$ cat config.mk
export PLATFORM = sky130hd
export DESIGN_NAME = clk_cond_cfg
export DESIGN_NICKNAME = d
export VERILOG_FILES = /design/src/common/clk_cond_pkg.sv /design/src/design/out_channel.sv /design/src/design/clk_cond_cfg.sv
export SDC_FILE = /design/constraint.sdc
export NUM_CORES = 1
export LEC_CHECK = 0
export ABC_AREA = 1
export BUFFER_PORTS_ARGS = -buffer_cell sky130_fd_sc_hd__buf_2
export CAP_MARGIN = 40
export CORE_UTILIZATION = 62
export DETAILED_ROUTE_END_ITERATION = 8
export PLACE_DENSITY_LB_ADDON = 0.05
export SLEW_MARGIN = 10
export SYNTH_ARGS = -nofsm -noshare
export SYNTH_HDL_FRONTEND = slang
export SYNTH_SLANG_ARGS = --single-unit
$ cat constraint.sdc
create_clock -name clk -period 3.1 [get_ports clk]
set_input_delay 0.155 -clock clk [delete_from_list [all_inputs] [get_ports clk]]
set_output_delay 0.155 -clock clk [all_outputs]
set_load 0.05 [all_outputs]
$ cat src/common/clk_cond_pkg.sv
// Behaviour
// Two-bit path select: 0 bypass, 1 divided, 2 delayed, 3 divided and delayed.
// Model latency over bypass: 100 ps divided, 400 ps delayed, 500 ps both, plus delay.
// Divide code only acts in the two dividing path modes.
// Output ratio is twice the eight-bit divide code; zero invalid, default 1.
// Host pulses the active-low sync pin after writing all divide codes.
// Delay code only acts in the two delaying path modes.
// Added delay is delay code times 150 ps, 0 to 2250 ps, default 0.
// Output on only with own enable, global enable bit and global pin high.
// Global enable bit at 0 turns every output off; default 1.
// Lock-detect prescale bit divides lock detector rate by 4; host sets above 20 MHz.
// Reference divider divides by its twelve-bit value; zero invalid, default 10.
// Four-bit lock pin select picks high-impedance, levels, lock detect or divider halves.
// Sleep bit at 1 powers down everything regardless of other bits; default 0.
// Pump float bit at 1 places charge pump in high impedance.
// Pump polarity bit: 0 negative (default), 1 positive.
// Feedback divider divides by its eighteen-bit value; default 760, zero illegal.
// Reset bit 31 of channel 0 write restores all power-on values, ignores the rest.
// Pump gain code selects 1x, 4x, 16x or 32x current.
// Host never writes invalid codes; behaviour for them is undefined.
package clk_cond_pkg;
  // ----------------------------------------
  // Serial frame layout
  // ----------------------------------------
  localparam int FRAME_BITS = 32;
  localparam int ADDR_LSB = 0;
  localparam int ADDR_MSB = 3;
  localparam logic [3:0] ADDR_CH_LAST = 4'h7;
  localparam logic [3:0] ADDR_LOCK_CFG = 4'hB;
  localparam logic [3:0] ADDR_REF_GLOBAL = 4'hE;
  localparam logic [3:0] ADDR_FB_DIV = 4'hF;
  // ----------------------------------------
  // Channel register fields
  // ----------------------------------------
  localparam int RESET_POS = 31;
  localparam int PATH_LSB = 17;
  localparam int PATH_MSB = 18;
  localparam int EN_POS = 16;
  localparam int DIV_LSB = 8;
  localparam int DIV_MSB = 15;
  localparam int DLY_LSB = 4;
  localparam int DLY_MSB = 7;
  // ----------------------------------------
  // PLL register fields
  // ----------------------------------------
  localparam int PRESCALE_POS = 15;
  localparam int ALL_EN_POS = 27;
  localparam int SLEEP_POS = 26;
  localparam int FLOAT_POS = 25;
  localparam int POL_POS = 24;
  localparam int LOCKSEL_LSB = 20;
  localparam int LOCKSEL_MSB = 23;
  localparam int RDIV_LSB = 8;
  localparam int RDIV_MSB = 19;
  localparam int GAIN_LSB = 30;
  localparam int GAIN_MSB = 31;
  localparam int NDIV_LSB = 8;
  localparam int NDIV_MSB = 25;
  // ----------------------------------------
  // Reset values
  // ----------------------------------------
  localparam logic [1:0] PATH_RST = 2'h0;
  localparam logic [7:0] DIV_RST = 8'h01;
  localparam logic [3:0] DLY_RST = 4'h0;
  localparam logic EN_RST = 1'b0;
  localparam logic ALL_EN_RST = 1'b1;
  localparam logic [11:0] RDIV_RST = 12'h00A;
  localparam logic [17:0] NDIV_RST = 18'h002F8;
  localparam logic [3:0] LOCKSEL_RST = 4'h0;
  localparam logic [1:0] GAIN_RST = 2'h0;
  // ----------------------------------------
  // Path modes and model latency in ps
  // ----------------------------------------
  localparam logic [1:0] PATH_BYPASS = 2'h0;
  localparam logic [1:0] PATH_DIV = 2'h1;
  localparam logic [1:0] PATH_DLY = 2'h2;
  localparam logic [1:0] PATH_BOTH = 2'h3;
  localparam logic [11:0] LAT_DIV_PS = 12'h064;
  localparam logic [11:0] LAT_DLY_PS = 12'h190;
  localparam logic [11:0] LAT_BOTH_PS = 12'h1F4;
  localparam logic [11:0] DLY_STEP_PS = 12'h096;
  localparam logic [1:0] PRESCALE_LAST = 2'h3;
endpackage

$ cat src/design/out_channel.sv
`timescale 1ns/1ps
module out_channel (
  // Clock and reset
  input wire logic clk,
  input wire logic rst,
  // Control
  input wire logic run,
  input wire logic align,
  input wire logic allow,
  input wire logic [1:0] path_select,
  input wire logic [7:0] divide_code,
  input wire logic [3:0] delay_code,
  // Outputs
  output logic clk_out,
  output logic out_on,
  output logic [11:0] latency_ps
);
  logic [7:0] count_reg;
  logic divides;
  logic delays;

  // ----------------------------------------
  // Path decode
  // ----------------------------------------
  assign divides = path_select[0];
  assign delays = path_select[1];

  // ----------------------------------------
  // Divider; held cleared while aligning so all channels restart together
  // ----------------------------------------
  always_ff @(posedge clk) begin
    if (rst || !run || align) begin
      count_reg <= 8'h00;
      clk_out <= 1'b0;
    end else if (!divides) begin
      count_reg <= 8'h00;
      clk_out <= !clk_out;
    end else if (count_reg >= divide_code - 8'h01) begin
      count_reg <= 8'h00;
      clk_out <= !clk_out;
    end else begin
      count_reg <= count_reg + 8'h01;
    end
  end

  always_ff @(posedge clk) begin
    if (rst) begin
      out_on <= 1'b0;
    end else begin
      out_on <= allow && run;
    end
  end

  always_ff @(posedge clk) begin
    if (rst) begin
      latency_ps <= 12'h000;
    end else if (!delays) begin
      latency_ps <= divides ? clk_cond_pkg::LAT_DIV_PS : 12'h000;
    end else begin
      latency_ps <= (divides ? clk_cond_pkg::LAT_BOTH_PS : clk_cond_pkg::LAT_DLY_PS)
        + {8'h00, delay_code} * clk_cond_pkg::DLY_STEP_PS;
    end
  end

  bypass_lat_a: assert property (@(posedge clk) disable iff (rst)
    path_select == clk_cond_pkg::PATH_BYPASS |=> latency_ps == 12'h000)
    else $error("bypass path shows latency");
  div_lat_a: assert property (@(posedge clk) disable iff (rst)
    path_select == clk_cond_pkg::PATH_DIV |=> latency_ps == 12'h064)
    else $error("divided path latency wrong");
  both_lat_a: assert property (@(posedge clk) disable iff (rst)
    path_select == clk_cond_pkg::PATH_BOTH && $stable(delay_code)
    |=> latency_ps == 12'h1F4 + 12'($past(delay_code)) * 12'h096)
    else $error("combined path latency wrong");
  div_ratio_a: assert property (@(posedge clk) disable iff (rst)
    run && !align && divides && divide_code == 8'h05 && $changed(clk_out)
    ##1 (run && !align && divides && divide_code == 8'h05)[*4]
    |=> $changed(clk_out) && $past(clk_out, 5) == $past(clk_out))
    else $error("divider toggles off its ratio");
  bypass_cv: cover property (@(posedge clk) path_select == clk_cond_pkg::PATH_BYPASS && out_on);
endmodule

$ cat src/design/clk_cond_cfg.sv
`timescale 1ns/1ps
module clk_cond_cfg #(
  parameter int CHANNELS = 8
) (
  // Clock and reset
  input wire logic clk,
  input wire logic rst,
  // Serial configuration pins
  input wire logic ser_clk,
  input wire logic ser_data,
  input wire logic ser_latch,
  // Device pins
  input wire logic global_output_pin,
  input wire logic sync_n,
  input wire logic lock_sense,
  input wire logic analog_lock,
  // Clock outputs
  output logic [CHANNELS-1:0] clk_out,
  output logic [CHANNELS-1:0] out_on,
  output logic [CHANNELS-1:0][11:0] latency_ps,
  // Lock pin
  output logic lock_pin_out,
  output logic lock_pin_oe,
  // Charge pump and PLL state
  output logic pump_float,
  output logic pump_polarity,
  output logic [5:0] pump_gain_x,
  output logic asleep,
  output logic ref_half,
  output logic fb_half,
  output logic lock_detect
);
  generate
    if (CHANNELS < 1 || CHANNELS > 8) begin : bad_channels
      $error("CHANNELS must be 1 to 8");
    end
  endgenerate

  // ----------------------------------------
  // Pin synchronisers
  // ----------------------------------------
  logic [6:0] pin_meta_reg;
  logic [6:0] pin_sync_reg;
  logic ser_clk_prev_reg;
  logic ser_latch_prev_reg;
  logic shift_edge;
  logic latch_edge;

  always_ff @(posedge clk) begin
    if (rst) begin
      pin_meta_reg <= 7'h00;
      pin_sync_reg <= 7'h00;
    end else begin
      pin_meta_reg <= {analog_lock, lock_sense, sync_n, global_output_pin,
                       ser_latch, ser_data, ser_clk};
      pin_sync_reg <= pin_meta_reg;
    end
  end

  always_ff @(posedge clk) begin
    if (rst) begin
      ser_clk_prev_reg <= 1'b0;
      ser_latch_prev_reg <= 1'b0;
    end else begin
      ser_clk_prev_reg <= pin_sync_reg[0];
      ser_latch_prev_reg <= pin_sync_reg[2];
    end
  end

  assign shift_edge = pin_sync_reg[0] && !ser_clk_prev_reg;
  assign latch_edge = pin_sync_reg[2] && !ser_latch_prev_reg;

  // ----------------------------------------
  // Serial shift register, most significant bit first
  // ----------------------------------------
  logic [31:0] shift_reg;
  logic [3:0] addr;
  logic reset_write;

  always_ff @(posedge clk) begin
    if (rst) begin
      shift_reg <= 32'h0000_0000;
    end else if (shift_edge) begin
      shift_reg <= {shift_reg[30:0], pin_sync_reg[1]};
    end
  end

  assign addr = shift_reg[clk_cond_pkg::ADDR_MSB:clk_cond_pkg::ADDR_LSB];
  assign reset_write = latch_edge && addr == 4'h0
    && shift_reg[clk_cond_pkg::RESET_POS];

  // ----------------------------------------
  // Configuration registers
  // ----------------------------------------
  logic [7:0][1:0] path_reg;
  logic [7:0][7:0] div_reg;
  logic [7:0][3:0] dly_reg;
  logic [7:0] en_reg;
  logic prescale_reg;
  logic all_en_reg;
  logic sleep_reg;
  logic float_reg;
  logic pol_reg;
  logic [3:0] locksel_reg;
  logic [11:0] rdiv_reg;
  logic [17:0] ndiv_reg;
  logic [1:0] gain_reg;

  // Write-only map: nothing reads back, so a reset write is the only recovery
  always_ff @(posedge clk) begin
    if (rst || reset_write) begin
      for (int i = 0; i < 8; i++) begin
        path_reg[i] <= clk_cond_pkg::PATH_RST;
        div_reg[i] <= clk_cond_pkg::DIV_RST;
        dly_reg[i] <= clk_cond_pkg::DLY_RST;
        en_reg[i] <= clk_cond_pkg::EN_RST;
      end
    end else if (latch_edge && addr <= clk_cond_pkg::ADDR_CH_LAST) begin
      path_reg[addr[2:0]] <= shift_reg[clk_cond_pkg::PATH_MSB:clk_cond_pkg::PATH_LSB];
      div_reg[addr[2:0]] <= shift_reg[clk_cond_pkg::DIV_MSB:clk_cond_pkg::DIV_LSB];
      dly_reg[addr[2:0]] <= shift_reg[clk_cond_pkg::DLY_MSB:clk_cond_pkg::DLY_LSB];
      en_reg[addr[2:0]] <= shift_reg[clk_cond_pkg::EN_POS];
    end
  end

  always_ff @(posedge clk) begin
    if (rst || reset_write) begin
      prescale_reg <= 1'b0;
      all_en_reg <= clk_cond_pkg::ALL_EN_RST;
      sleep_reg <= 1'b0;
      float_reg <= 1'b0;
      pol_reg <= 1'b0;
      locksel_reg <= clk_cond_pkg::LOCKSEL_RST;
      rdiv_reg <= clk_cond_pkg::RDIV_RST;
      ndiv_reg <= clk_cond_pkg::NDIV_RST;
      gain_reg <= clk_cond_pkg::GAIN_RST;
    end else if (latch_edge && addr == clk_cond_pkg::ADDR_LOCK_CFG) begin
      prescale_reg <= shift_reg[clk_cond_pkg::PRESCALE_POS];
    end else if (latch_edge && addr == clk_cond_pkg::ADDR_REF_GLOBAL) begin
      all_en_reg <= shift_reg[clk_cond_pkg::ALL_EN_POS];
      sleep_reg <= shift_reg[clk_cond_pkg::SLEEP_POS];
      float_reg <= shift_reg[clk_cond_pkg::FLOAT_POS];
      pol_reg <= shift_reg[clk_cond_pkg::POL_POS];
      locksel_reg <= shift_reg[clk_cond_pkg::LOCKSEL_MSB:clk_cond_pkg::LOCKSEL_LSB];
      rdiv_reg <= shift_reg[clk_cond_pkg::RDIV_MSB:clk_cond_pkg::RDIV_LSB];
    end else if (latch_edge && addr == clk_cond_pkg::ADDR_FB_DIV) begin
      ndiv_reg <= shift_reg[clk_cond_pkg::NDIV_MSB:clk_cond_pkg::NDIV_LSB];
      gain_reg <= shift_reg[clk_cond_pkg::GAIN_MSB:clk_cond_pkg::GAIN_LSB];
    end
  end

  // ----------------------------------------
  // Output channels
  // ----------------------------------------
  logic outputs_allowed;
  logic align;

  assign outputs_allowed = all_en_reg && pin_sync_reg[3];
  assign align = !pin_sync_reg[4];

  generate
    for (genvar c = 0; c < CHANNELS; c++) begin : chan
      out_channel u_ch (
        .clk(clk),
        .rst(rst),
        .run(!sleep_reg),
        .align(align),
        .allow(outputs_allowed && en_reg[c]),
        .path_select(path_reg[c]),
        .divide_code(div_reg[c]),
        .delay_code(dly_reg[c]),
        .clk_out(clk_out[c]),
        .out_on(out_on[c]),
        .latency_ps(latency_ps[c])
      );
    end
  endgenerate

  // ----------------------------------------
  // Reference and feedback dividers
  // ----------------------------------------
  logic [11:0] rcount_reg;
  logic [17:0] ncount_reg;
  logic r_tc;
  logic n_tc;

  assign r_tc = rcount_reg >= rdiv_reg - 12'h001;
  assign n_tc = ncount_reg >= ndiv_reg - 18'h00001;

  always_ff @(posedge clk) begin
    if (rst || sleep_reg) begin
      rcount_reg <= 12'h000;
      ref_half <= 1'b0;
    end else if (r_tc) begin
      rcount_reg <= 12'h000;
      ref_half <= !ref_half;
    end else begin
      rcount_reg <= rcount_reg + 12'h001;
    end
  end

  always_ff @(posedge clk) begin
    if (rst || sleep_reg) begin
      ncount_reg <= 18'h00000;
      fb_half <= 1'b0;
    end else if (n_tc) begin
      ncount_reg <= 18'h00000;
      fb_half <= !fb_half;
    end else begin
      ncount_reg <= ncount_reg + 18'h00001;
    end
  end

  // ----------------------------------------
  // Digital lock detect, sampled per phase-detector cycle, or every fourth one with the prescale bit set
  // ----------------------------------------
  logic [1:0] pre_reg;
  logic ld_tick;

  assign ld_tick = !sleep_reg && r_tc
    && (!prescale_reg || pre_reg == clk_cond_pkg::PRESCALE_LAST);

  always_ff @(posedge clk) begin
    if (rst || sleep_reg) begin
      pre_reg <= 2'h0;
    end else if (r_tc) begin
      pre_reg <= pre_reg + 2'h1;
    end
  end

  always_ff @(posedge clk) begin
    if (rst || sleep_reg) begin
      lock_detect <= 1'b0;
    end else if (ld_tick) begin
      lock_detect <= pin_sync_reg[5];
    end
  end

  // ----------------------------------------
  // Lock pin function
  // ----------------------------------------
  logic lock_out_next;
  logic lock_oe_next;

  always_comb begin
    lock_out_next = 1'b0;
    lock_oe_next = 1'b1;
    case (locksel_reg)
      4'h1: lock_out_next = 1'b1;
      4'h2: lock_out_next = 1'b0;
      4'h3: lock_out_next = lock_detect;
      4'h4: lock_out_next = !lock_detect;
      4'h5: lock_out_next = pin_sync_reg[6];
      4'h6: lock_oe_next = !pin_sync_reg[6];
      4'h7: begin
        lock_out_next = 1'b1;
        lock_oe_next = pin_sync_reg[6];
      end
      4'h9: lock_out_next = fb_half;
      4'hB: lock_out_next = ref_half;
      default: lock_oe_next = 1'b0;
    endcase
    if (sleep_reg) begin
      lock_oe_next = 1'b0;
    end
  end

  always_ff @(posedge clk) begin
    if (rst) begin
      lock_pin_out <= 1'b0;
      lock_pin_oe <= 1'b0;
    end else begin
      lock_pin_out <= lock_out_next;
      lock_pin_oe <= lock_oe_next;
    end
  end

  // ----------------------------------------
  // Charge pump controls
  // ----------------------------------------
  function automatic logic [5:0] gain_mult(input logic [1:0] code);
    case (code)
      2'h0: gain_mult = 6'h01;
      2'h1: gain_mult = 6'h04;
      2'h2: gain_mult = 6'h10;
      default: gain_mult = 6'h20;
    endcase
  endfunction

  always_ff @(posedge clk) begin
    if (rst) begin
      pump_float <= 1'b0;
      pump_polarity <= 1'b0;
      pump_gain_x <= 6'h01;
      asleep <= 1'b0;
    end else begin
      pump_float <= float_reg || sleep_reg;
      pump_polarity <= pol_reg;
      pump_gain_x <= gain_mult(gain_reg);
      asleep <= sleep_reg;
    end
  end

  // ----------------------------------------
  // Checks
  // ----------------------------------------
  glob_off_a: assert property (@(posedge clk) disable iff (rst)
    !all_en_reg |=> out_on == '0)
    else $error("output on with global enable clear");
  pin_off_a: assert property (@(posedge clk) disable iff (rst)
    !pin_sync_reg[3] |=> out_on == '0)
    else $error("output on with global pin low");
  sleep_all_a: assert property (@(posedge clk) disable iff (rst)
    sleep_reg |=> !lock_pin_oe && pump_float && out_on == '0 && asleep)
    else $error("block active while asleep");
  reset_bit_a: assert property (@(posedge clk) disable iff (rst)
    reset_write |=> all_en_reg && rdiv_reg == 12'h00A && ndiv_reg == 18'h002F8
    && en_reg == 8'h00 && !reset_write)
    else $error("reset write left settings");
  float_pump_a: assert property (@(posedge clk) disable iff (rst)
    float_reg |=> pump_float)
    else $error("pump not floated");
  polarity_a: assert property (@(posedge clk) disable iff (rst)
    ##1 pump_polarity == $past(pol_reg))
    else $error("pump polarity mismatch");
  gain_max_a: assert property (@(posedge clk) disable iff (rst)
    gain_reg == 2'h3 |=> pump_gain_x == 6'h20)
    else $error("pump gain code 3 not 32x");
  rdiv_three_a: assert property (@(posedge clk) disable iff (rst)
    !sleep_reg && r_tc && rdiv_reg == 12'h003 ##1 (!sleep_reg && rdiv_reg == 12'h003)[*3]
    |-> r_tc && !$past(r_tc))
    else $error("reference divide by three wrong");
  ndiv_five_a: assert property (@(posedge clk) disable iff (rst)
    !sleep_reg && n_tc && ndiv_reg == 18'h00005
    ##1 (!sleep_reg && ndiv_reg == 18'h00005)[*5] |-> n_tc && !$past(n_tc))
    else $error("feedback divide by five wrong");
  prescale_a: assert property (@(posedge clk) disable iff (rst)
    ld_tick && prescale_reg |-> pre_reg == 2'h3 && r_tc)
    else $error("lock detect not prescaled by four");
  lock_high_a: assert property (@(posedge clk) disable iff (rst)
    locksel_reg == 4'h1 && !sleep_reg |=> lock_pin_out && lock_pin_oe)
    else $error("lock pin not driven high");
  lock_invalid_a: assert property (@(posedge clk) disable iff (rst)
    locksel_reg == 4'h8 || locksel_reg == 4'hA || locksel_reg >= 4'hC |=> !lock_pin_oe)
    else $error("invalid lock select drives pin");

  reset_cv: cover property (@(posedge clk) reset_write);
  divided_cv: cover property (@(posedge clk) out_on[0] && path_reg[0] == 2'h3);
  lock_cv: cover property (@(posedge clk) lock_detect && prescale_reg);
endmodule

==> results.py, run 1 <==
metrics = {
    "sta": {
        "slew_violations": 0,
        "max_slew.worst_pin.slew_ps": 868,
        "skew_ps": 14.6,
        "fin_crit_sh": 0.999,
        "max_freq_mhz": 323,
        "slew_headroom": 0.420,
        "period_needed_ps": 3100,
        "report.final.setup_viol": 0,
        "hold_viol_final": 0,
    },
    "global_routing": {
        "grt.overflow.total": 0,
        "grt_first_pass_wirelength_um": 89200,
        "grt_pass1_vias": 19365,
        "track_usage": 0.282,
        "grt_max_degree": 54,
        "grt_antenna_before_repair": 0,
    },
    "floorplanning": {
        "fp.dieH_um": 195,
        "die_x_um": 195,
        "start_util": 0.631,
        "coreArea_mm2": 0.0367,
        "rows": 70,
        "io_pins": 135,
        "dieArea_mm2": 0.0381,
    },
    "layout": {
        "area.sequential_mm2": 0.00846,
        "stdcell_count": 3791,
        "area_delta_synth_final_pct": 11.9,
        "n_fill_cell": 2982,
        "largest_reg_flops": 88,
        "diodes": 0,
        "layout.nets": 3559,
        "post-route-util": 0.706,
        "drive_gt1_frac": 0.0957,
        "multiInputGateArea_mm2": 0.0129,
        "final_area_mm2": 0.0259,
    },
    "status": {
        "status": "completed",
    },
    "placement": {
        "gp_congestion": 0.902,
        "dpl_cell_area_mm2": 0.0241,
        "io_buffers": 124,
        "numPlacedInstances": 3697,
        "hpwlAfterDp_um": 38300,
    },
    "pwr": {
        "power_density_mw_per_mm2": 437,
        "p_total_w": 0.0113,
        "p_leak_nw": 12.3,
        "ir_drop_v": 0.000430,
    },
    "critical_path": {
        "cp_slowest_stage_delay_ps": 380,
        "cp_top_family": "adder cells",
        "worst_ep_arrival_time_ps": 3570,
        "worstSetupStartpoint": "dly_reg[14]$_SDFFE_PP0P_",
        "worst-path-buf-inv": 2,
        "worstPathMaxFanout": 7,
        "reg2reg_from": "dly_reg[14]$_SDFFE_PP0P_",
        "worst-endpoint-required_ps": 3570,
        "worstSetupPathType": "flip-flop to flip-flop",
        "critPathLaunchType": "flip-flop",
        "path_cells": "ha_1 > inv_1 > fa_1 > inv_1 > ha_4 > nand3_1 > nand2_1 > xor2_1 > ha_1 > nand2_1 > nand2_1 > nor2_1 > o21ai_2 > a21oi_2 > nand2_2 > o21ai_1 > a21oi_1",
        "cp_slowest_cell": "fa_1",
        "setup.worst_path.end_class": "flip-flop",
        "cp_common_cell": "nand2_1",
    },
    "cts": {
        "insertion_delay_ps": 580,
        "cts_buffers": 45,
        "root_buffer": "clkbuf_16",
        "cts.path.max_buffers": 3,
        "cts_tree": "built",
        "cts.reportedPaths.clkPinSlew_ps": 60,
        "cts_sinks": 421,
        "htreeDepth": 2,
    },
    "synthesis": {
        "synthCells": 3167,
        "synth_xor_area_frac": 0.0507,
        "ys_ff_latch": 421,
        "synth.area.top_cells": "dfxtp_1 (36%), ha_1 (14%), nand2_1 (13%)",
        "synth_compound_area_frac": 0.102,
        "synthMuxAreaShare": 0,
        "synth-edff-count": 0,
        "synth_top_family_by_area": "simple AND/OR/NAND/NOR gates",
        "ys_dominant_reg_cell": "dfxtp_1",
        "avgSynthCellArea_um2": 7.31,
        "synthDistinctLibCells": 42,
        "synth_fa_ha_area_frac": 0.143,
        "ys_top_cells_by_count": "nand2_1 (813), dfxtp_1 (421), inv_1 (389), nor2_1 (331), a21oi_1 (319)",
        "synth_most_common_cell": "nand2_1",
        "ys_async_sr_fraction": 0,
        "synth-simple-area-share": 0.253,
        "yosysTopAreaCell": "dfxtp_1",
        "synth-seq-area-share": 0.364,
        "yosysWarnings": 0,
        "yosysTopAreaCellShare": 0.364,
        "synth_area_mm2": 0.0231,
    },
    "drt": {
        "vias": 20380,
        "wl_per_cell_um": 14.2,
        "ant_nets": 0,
        "drt_pre_antenna_iters": 5,
        "viasPerCell": 5.38,
        "wirelength_um": 53900,
        "drc": 0,
        "drtIter0Drc": 1162,
    },
    "hold_path": {
        "hold_path.class": "input port to flip-flop",
        "hp-start": "rst",
    },
    "flow_run": {
        "cap_violations": 0,
    },
}
layout by cell type, fill, tap and decap left out, types with 59 or more instances in the layout:
cell / instances
nor2_1: 330
inv_1: 386
nand4_1: 59
nand3_1: 109
ha_1: 244
buf_2: 124
o21ai_0: 62
xor2_1: 86
a21oi_1: 311
nand2_1: 809
dfxtp_1: 406
layer usage:
layer,part of all wire,GRT usage
met5,0,0.00255
met4,0.027,0.0957
met3,0.057,0.0408
met2,0.47,0.488
met1,0.44,0.359
per-stage QoR:
step | setup WS, ps | TNS (ps) | hold slack (ps)
floorplan | 296 | 0 | 262
global placement | 141 | 0 | 360
detailed placement | 48.8 | 0 | 360
CTS | 34.0 | 0 | 92.4
global route | -91.9 | -312 | 135
finish | 3.84 | 0 | 125
power by group:
group	internal (W)	leakage, nW	switching, W	total (W)
clock network	0.00323	0.746	0.00224	0.00547
logic	0.0000903	8.12	0.000231	0.000321
registers	0.00545	3.41	0.0000801	0.00553
total	0.00877	12.3	0.00255	0.0113
timing repair:
action,4_1_cts,5_1_grt
setup endpoints to repair,0,28
endpoints found under the hold margin,7,0
resized for setup,0,54
hold buffers,7,0
buffers inserted,0,8
kinds of logic (layout without fill, tap and decap cells):
kind of cell,after synthesis,after routing
adder cells (fa/ha/maj),259,259
other,1,10
XOR/XNOR,134,134
buffers and inverters,493,640
flip-flops,421,421
AND/OR/NAND/NOR,1417,1417
AO/OA/AOI/OAI,442,442
cell type report:
cell class	count	area share
Sequential cell	421	0.327
Timing Repair Buffer	166	0.0383
Clock inverter	17	0.00778
Clock buffer	62	0.0510
Tap cell	468	0.0226
Inverter	395	0.0573
Multi-Input combinational cell	2262	0.497
worst register-to-register path: cells and delay by family (launching register included):
family	cells	cell delay, ps
AO/OA/AOI/OAI	4	460
XOR/XNOR	1	150
adder cells (fa/ha/maj)	4	1250
buffers and inverters	2	150
flip-flops	1	370
AND/OR/NAND/NOR	6	620
worst paths after layout:
path / end / cells past startpoint / slack [ps]
min: ser_latch_prev_reg$_SDFF_PP0_ / 2 / 130
min reg2reg: pin_sync_reg[5]$_SDFF_PP0_ / 2 / 410
max reg2reg: chan[3].u_ch.latency_ps[9]$_SDFF_PP0_ / 17 / 4
max: chan[3].u_ch.latency_ps[9]$_SDFF_PP0_ / 17 / 4
No activity file was read; power rests on OpenSTA's default activity.
==> run 2, diff against run 1 <==
- CORE_ASPECT_RATIO: not set -> 0.5
- RECOVER_POWER: not set -> 25
==> results.py, run 2 (synthesized netlist as in run 1, its figures left out) <==
metrics = {
    "critical_path": {
        "reg2reg_to": "chan[6].u_ch.latency_ps[8]$_SDFF_PP0_",
        "worstSetupPathType": "flip-flop to flip-flop",
        "r2r_cells": 12,
        "cp_slowest_stage_delay_ps": 490,
        "critPathLaunchType": "flip-flop",
        "worstPathMaxFanout": 7,
        "worst-endpoint-required_ps": 3550,
        "worst-path-buf-inv": 2,
        "worst_ep_arrival_time_ps": 3380,
        "path_cells": "ha_1 > inv_1 > fa_1 > inv_1 > ha_1 > xor2_1 > ha_1 > a21oi_1 > nor2_1 > nor2_1 > nand3_1 > a21oi_1",
        "cp.depth": 12,
        "regToRegSetupSlack_ps": 170,
        "setup.worst_path.end_class": "flip-flop",
        "reg2reg_from": "dly_reg[26]$_SDFFE_PP0P_",
        "cp_common_cell": "ha_1",
        "cp_slowest_cell": "fa_1",
        "cp_top_family": "adder cells",
    },
    "global_routing": {
        "grt_pass1_vias": 18622,
        "track_usage": 0.282,
        "grt.met3_usage": 0.0480,
        "grt_use_met2": 0.452,
        "grt.overflow.total": 0,
        "grtUsageMet1": 0.393,
        "grt_busiest_layer": "met2",
        "grt_antenna_before_repair": 0,
        "grt_max_degree": 61,
        "grt_first_pass_wirelength_um": 88700,
    },
    "pwr": {
        "p_leak_nw": 11.8,
        "power_density_mw_per_mm2": 424,
        "p_total_w": 0.0109,
        "ir_drop_v": 0.000344,
    },
    "sta": {
        "hold_viol_final": 0,
        "whs_ps": 230,
        "slew_headroom": 0.240,
        "fin_ws_ps": 168,
        "period_needed_ps": 2930,
        "fin_crit_sh": 0.946,
        "slew_violations": 0,
        "report.final.setup_viol": 0,
        "setup_tns_ps": 0,
        "skew_ps": 15.3,
        "max_slew.worst_pin.slew_ps": 1140,
        "max_freq_mhz": 341,
    },
    "cts": {
        "root_buffer": "clkbuf_16",
        "cts_sinks": 421,
        "insertion_delay_ps": 550,
        "cts_buffers": 39,
        "cts.reportedPaths.clkPinSlew_ps": 70,
        "cts_tree": "built",
        "cts.path.max_buffers": 3,
        "htreeDepth": 2,
    },
    "drt": {
        "drtIter0Drc": 1279,
        "wl_per_cell_um": 14.3,
        "wirelength_um": 54100,
        "drt_pre_antenna_iters": 7,
        "vias": 20113,
        "viasPerCell": 5.30,
        "drc": 0,
        "ant_nets": 0,
    },
    "floorplanning": {
        "start_util": 0.637,
        "coreArea_mm2": 0.0364,
        "die_x_um": 275,
        "rows": 49,
        "fp.dieH_um": 139,
        "dieArea_mm2": 0.0381,
        "io_pins": 135,
    },
    "hold_path": {
        "hp-start": "rst",
        "hold_depth": 2,
        "hold_path.class": "input port to flip-flop",
        "hold_end": "pump_gain_x[4]$_SDFF_PP0_",
    },
    "layout": {
        "diodes": 0,
        "layout_common_cells": "nand2_1 (807), dfxtp_1 (407), inv_1 (385)",
        "final_area_mm2": 0.0256,
        "area_delta_synth_final_pct": 10.7,
        "largest_reg_flops": 88,
        "final_common_cell": "nand2_1",
        "drive_gt1_frac": 0.0661,
        "layout.nets": 3552,
    },
    "placement": {
        "gp_congestion": 0.900,
        "io_buffers": 124,
        "hpwlAfterDp_um": 38700,
        "dpl_cell_area_mm2": 0.0241,
        "pre_cts_slack_ps": 95.7,
    },
    "status": {
        "status": "completed",
    },
    "flow_run": {
        "cap_violations": 0,
    },
}
run 2: cell type report:
type	instances	area, µm²
Clock inverter	11	154
Inverter	395	1490
Timing Repair Buffer	165	856
Tap cell	484	606
Clock buffer	58	1180
Fill cell	3133	10700
Sequential cell	421	8460
Multi-Input combinational cell	2262	12900
run 2: worst reg2reg max path: cells and delay by family (launching register included):
family	cells	cell delay, ps
fa+ha+maj	4	1340
compound gates	2	450
simple gates	3	370
flops	1	370
xor+xnor	1	170
buf+inv	2	130
run 2: worst max path at each step:
stage / startpoint / end / slack [ps]
finish: dly_reg[26]$_SDFFE_PP0P_ / chan[6].u_ch.latency_ps[8]$_SDFF_PP0_ / 170
global route: dly_reg[14]$_SDFFE_PP0P_ / chan[3].u_ch.latency_ps[11]$_SDFF_PP0_ / -30
CTS: dly_reg[26]$_SDFFE_PP0P_ / chan[6].u_ch.latency_ps[9]$_SDFF_PP0_ / 50
detailed placement: dly_reg[2]$_SDFFE_PP0P_ / chan[0].u_ch.latency_ps[9]$_SDFF_PP0_ / 100
global placement: dly_reg[14]$_SDFFE_PP0P_ / chan[3].u_ch.latency_ps[9]$_SDFF_PP0_ / 150
floorplan: ndiv_reg[3]$_SDFFE_PP1P_ / ncount_reg[11]$_SDFF_PP0_ / 300
run 2: report_power, final:
group | leakage [nW] | internal (W) | switching (W)
logic | 7.73 | 0.0000865 | 0.000235
registers | 3.41 | 0.00545 | 0.0000816
clock network | 0.650 | 0.00289 | 0.00214
run 2: layer usage:
layer | part of all wire | vias to the layer above
li1 | - | 10391
met1 | 0.47 | 9135
met2 | 0.44 | 495
met3 | 0.067 | 92
met4 | 0.022 | 0
met5 | 0 | -
run 2: stage by stage:
step | utilization | cells
final | 0.705 | 3796
after floorplan | - | 3176
after global placement | 0.663 | 3712
after CTS | 0.701 | 3788
after global routing | 0.705 | 3796
after detailed placement | 0.663 | 3712
run 2: timing repair:
action | 4_1_cts | 5_1_grt
gates resized for setup | 0 | 61
setup buffers | 0 | 8
endpoints found under the hold margin | 7 | 0
hold buffers | 7 | 0
endpoints found under the setup margin | 0 | 33
==> run 3, diff against run 2 <==
- CAP_MARGIN: 40 -> 30
- CORE_UTILIZATION: 62 -> 55
==> results.py, run 3 (synthesized netlist as in run 1, its figures left out) <==
metrics = {
    "critical_path": {
        "cp_common_cell": "nand2_1",
        "reg2reg_from": "dly_reg[2]$_SDFFE_PP0P_",
        "worst_ep_arrival_time_ps": 3330,
        "cp_slowest_cell": "fa_1",
        "worstSetupPathType": "flip-flop to flip-flop",
        "cp.depth": 17,
        "setup.worst_path.end_class": "flip-flop",
        "cp_slowest_stage_delay_ps": 400,
        "worstPathMaxFanout": 5,
        "regToRegSetupSlack_ps": 190,
        "worstSetupStartpoint": "dly_reg[2]$_SDFFE_PP0P_",
        "r2r_cells": 17,
        "worst-endpoint-required_ps": 3520,
        "worst-path-buf-inv": 3,
        "critPathLaunchType": "flip-flop",
        "path_cells": "ha_1 > inv_1 > fa_1 > inv_2 > ha_4 > nand3_1 > nand2_1 > xor2_1 > ha_1 > nand2_1 > inv_1 > a21oi_2 > nand2_1 > a21oi_2 > nand2_2 > o21ai_2 > a21oi_1",
        "cp_top_family": "adder cells",
        "endpoint": "chan[0].u_ch.latency_ps[9]$_SDFF_PP0_",
        "reg2reg_to": "chan[0].u_ch.latency_ps[9]$_SDFF_PP0_",
    },
    "pwr": {
        "p_leak_nw": 11.9,
        "ir_drop_v": 0.000340,
        "power_density_mw_per_mm2": 434,
    },
    "placement": {
        "hpwlAfterDp_um": 38300,
        "io_buffers": 124,
        "gp_congestion": 0.877,
        "numPlacedInstances": 3768,
        "dpl_cell_area_mm2": 0.0242,
    },
    "hold_path": {
        "hold_path.class": "input port to flip-flop",
    },
    "cts": {
        "cts_buffers": 39,
        "insertion_delay_ps": 540,
        "cts_sinks": 421,
        "cts_tree": "built",
        "htreeDepth": 2,
        "root_buffer": "clkbuf_16",
        "cts.path.max_buffers": 3,
        "cts.reportedPaths.clkPinSlew_ps": 70,
    },
    "floorplanning": {
        "start_util": 0.565,
        "fp.dieH_um": 147,
        "dieArea_mm2": 0.0429,
        "die_x_um": 292,
        "io_pins": 135,
        "rows": 52,
        "coreArea_mm2": 0.0409,
    },
    "layout": {
        "final_area_mm2": 0.0258,
        "final_common_cell": "nand2_1",
        "layout_common_cells": "nand2_1 (807), dfxtp_1 (408), inv_1 (387)",
        "diodes": 0,
        "stdcell_count": 3854,
        "drive_gt1_frac": 0.0697,
        "largest_reg_flops": 88,
        "layout.nets": 3553,
        "n_fill_cell": 3708,
        "area_delta_synth_final_pct": 11.5,
    },
    "drt": {
        "drtIter0Drc": 1085,
        "vias": 19904,
        "wirelength_um": 53800,
        "drc": 0,
        "ant_nets": 0,
        "viasPerCell": 5.16,
        "wl_per_cell_um": 14.0,
        "drt_pre_antenna_iters": 5,
    },
    "sta": {
        "period_needed_ps": 2910,
        "fin_crit_sh": 0.939,
        "max_freq_mhz": 344,
        "report.final.setup_viol": 0,
        "max_slew.worst_pin.slew_ps": 1140,
        "slew_headroom": 0.237,
        "hold_viol_final": 0,
        "skew_ps": 14.0,
        "slew_violations": 0,
    },
    "global_routing": {
        "track_usage": 0.250,
        "grt_antenna_before_repair": 1,
        "grt_max_degree": 82,
        "grt_pass1_vias": 18154,
        "grt_first_pass_wirelength_um": 88700,
        "grt.overflow.total": 0,
    },
    "status": {
        "status": "completed",
    },
    "flow_run": {
        "cap_violations": 0,
    },
}
-- run 3: power breakdown --
part           total, W  internal, W  switching (W)
sequential      0.00553      0.00545      0.0000860
clock           0.00535      0.00320        0.00215
combinational  0.000322    0.0000859       0.000236
total            0.0112      0.00873        0.00248
-- run 3: layout make-up --
class	count	area, µm²	share of cell area
Clock buffer	55	1160	0.0448
Clock inverter	15	268	0.0104
Inverter	395	1490	0.0576
Multi-Input combinational cell	2262	12900	0.499
Sequential cell	421	8460	0.328
Tap cell	540	676	0.0262
Timing Repair Buffer	166	875	0.0339
-- run 3: worst min-delay path by stage --
| stage | cells past startpoint | from | slack [ps] | to |
|---|---|---|---|---|
| finish | 4 | ser_clk | 370 | pin_meta_reg[0]$_SDFF_PP0_ |
| global route | 4 | lock_sense | 360 | pin_meta_reg[5]$_SDFF_PP0_ |
| CTS | 4 | rst | 150 | chan[3].u_ch.latency_ps[10]$_SDFF_PP0_ |
| detailed placement | 3 | analog_lock | 360 | pin_meta_reg[6]$_SDFF_PP0_ |
| global placement | 3 | analog_lock | 360 | pin_meta_reg[6]$_SDFF_PP0_ |
| floorplan | 2 | ser_clk | 260 | pin_meta_reg[0]$_SDFF_PP0_ |
-- run 3: repair_timing --
item	4_1_cts	5_1_grt
resized for setup	0	53
hold buffers	7	0
hold endpoints to repair	7	0
endpoints found under the setup margin	0	21
buffers inserted	0	9
-- run 3: routing by layer --
metal,share of wire,GRT usage,routed length [µm]
met2,0.43,0.401,23300
met1,0.50,0.357,26700
met3,0.056,0.0398,3030
met5,0,0,0
met4,0.014,0.0445,740
-- run 3: worst reg2reg max path, stage by stage, from the launching register on --
cell     delay (ps)
dfxtp_4         360
ha_1            270
inv_1            50
fa_1            400
inv_2            80
ha_4            210
nand3_1          80
nand2_1          80
xor2_1          150
ha_1            340
nand2_1          80
inv_1            60
a21oi_2         110
nand2_1         100
a21oi_2         130
nand2_2         100
o21ai_2         150
a21oi_1          60
-- run 3: metrics by stage --
stage                     power, W  setup slack [ps]  hold slack [ps]  TNS [ps]  utilization
after CTS                   0.0113              84.9              154         0        0.627
after floorplan            0.00586               296              262         0            -
final                       0.0112               190              368         0        0.631
after global placement     0.00596               153              356         0        0.591
after detailed placement   0.00597              95.4              363         0        0.591
after global routing        0.0116             -13.3              363     -38.4        0.631
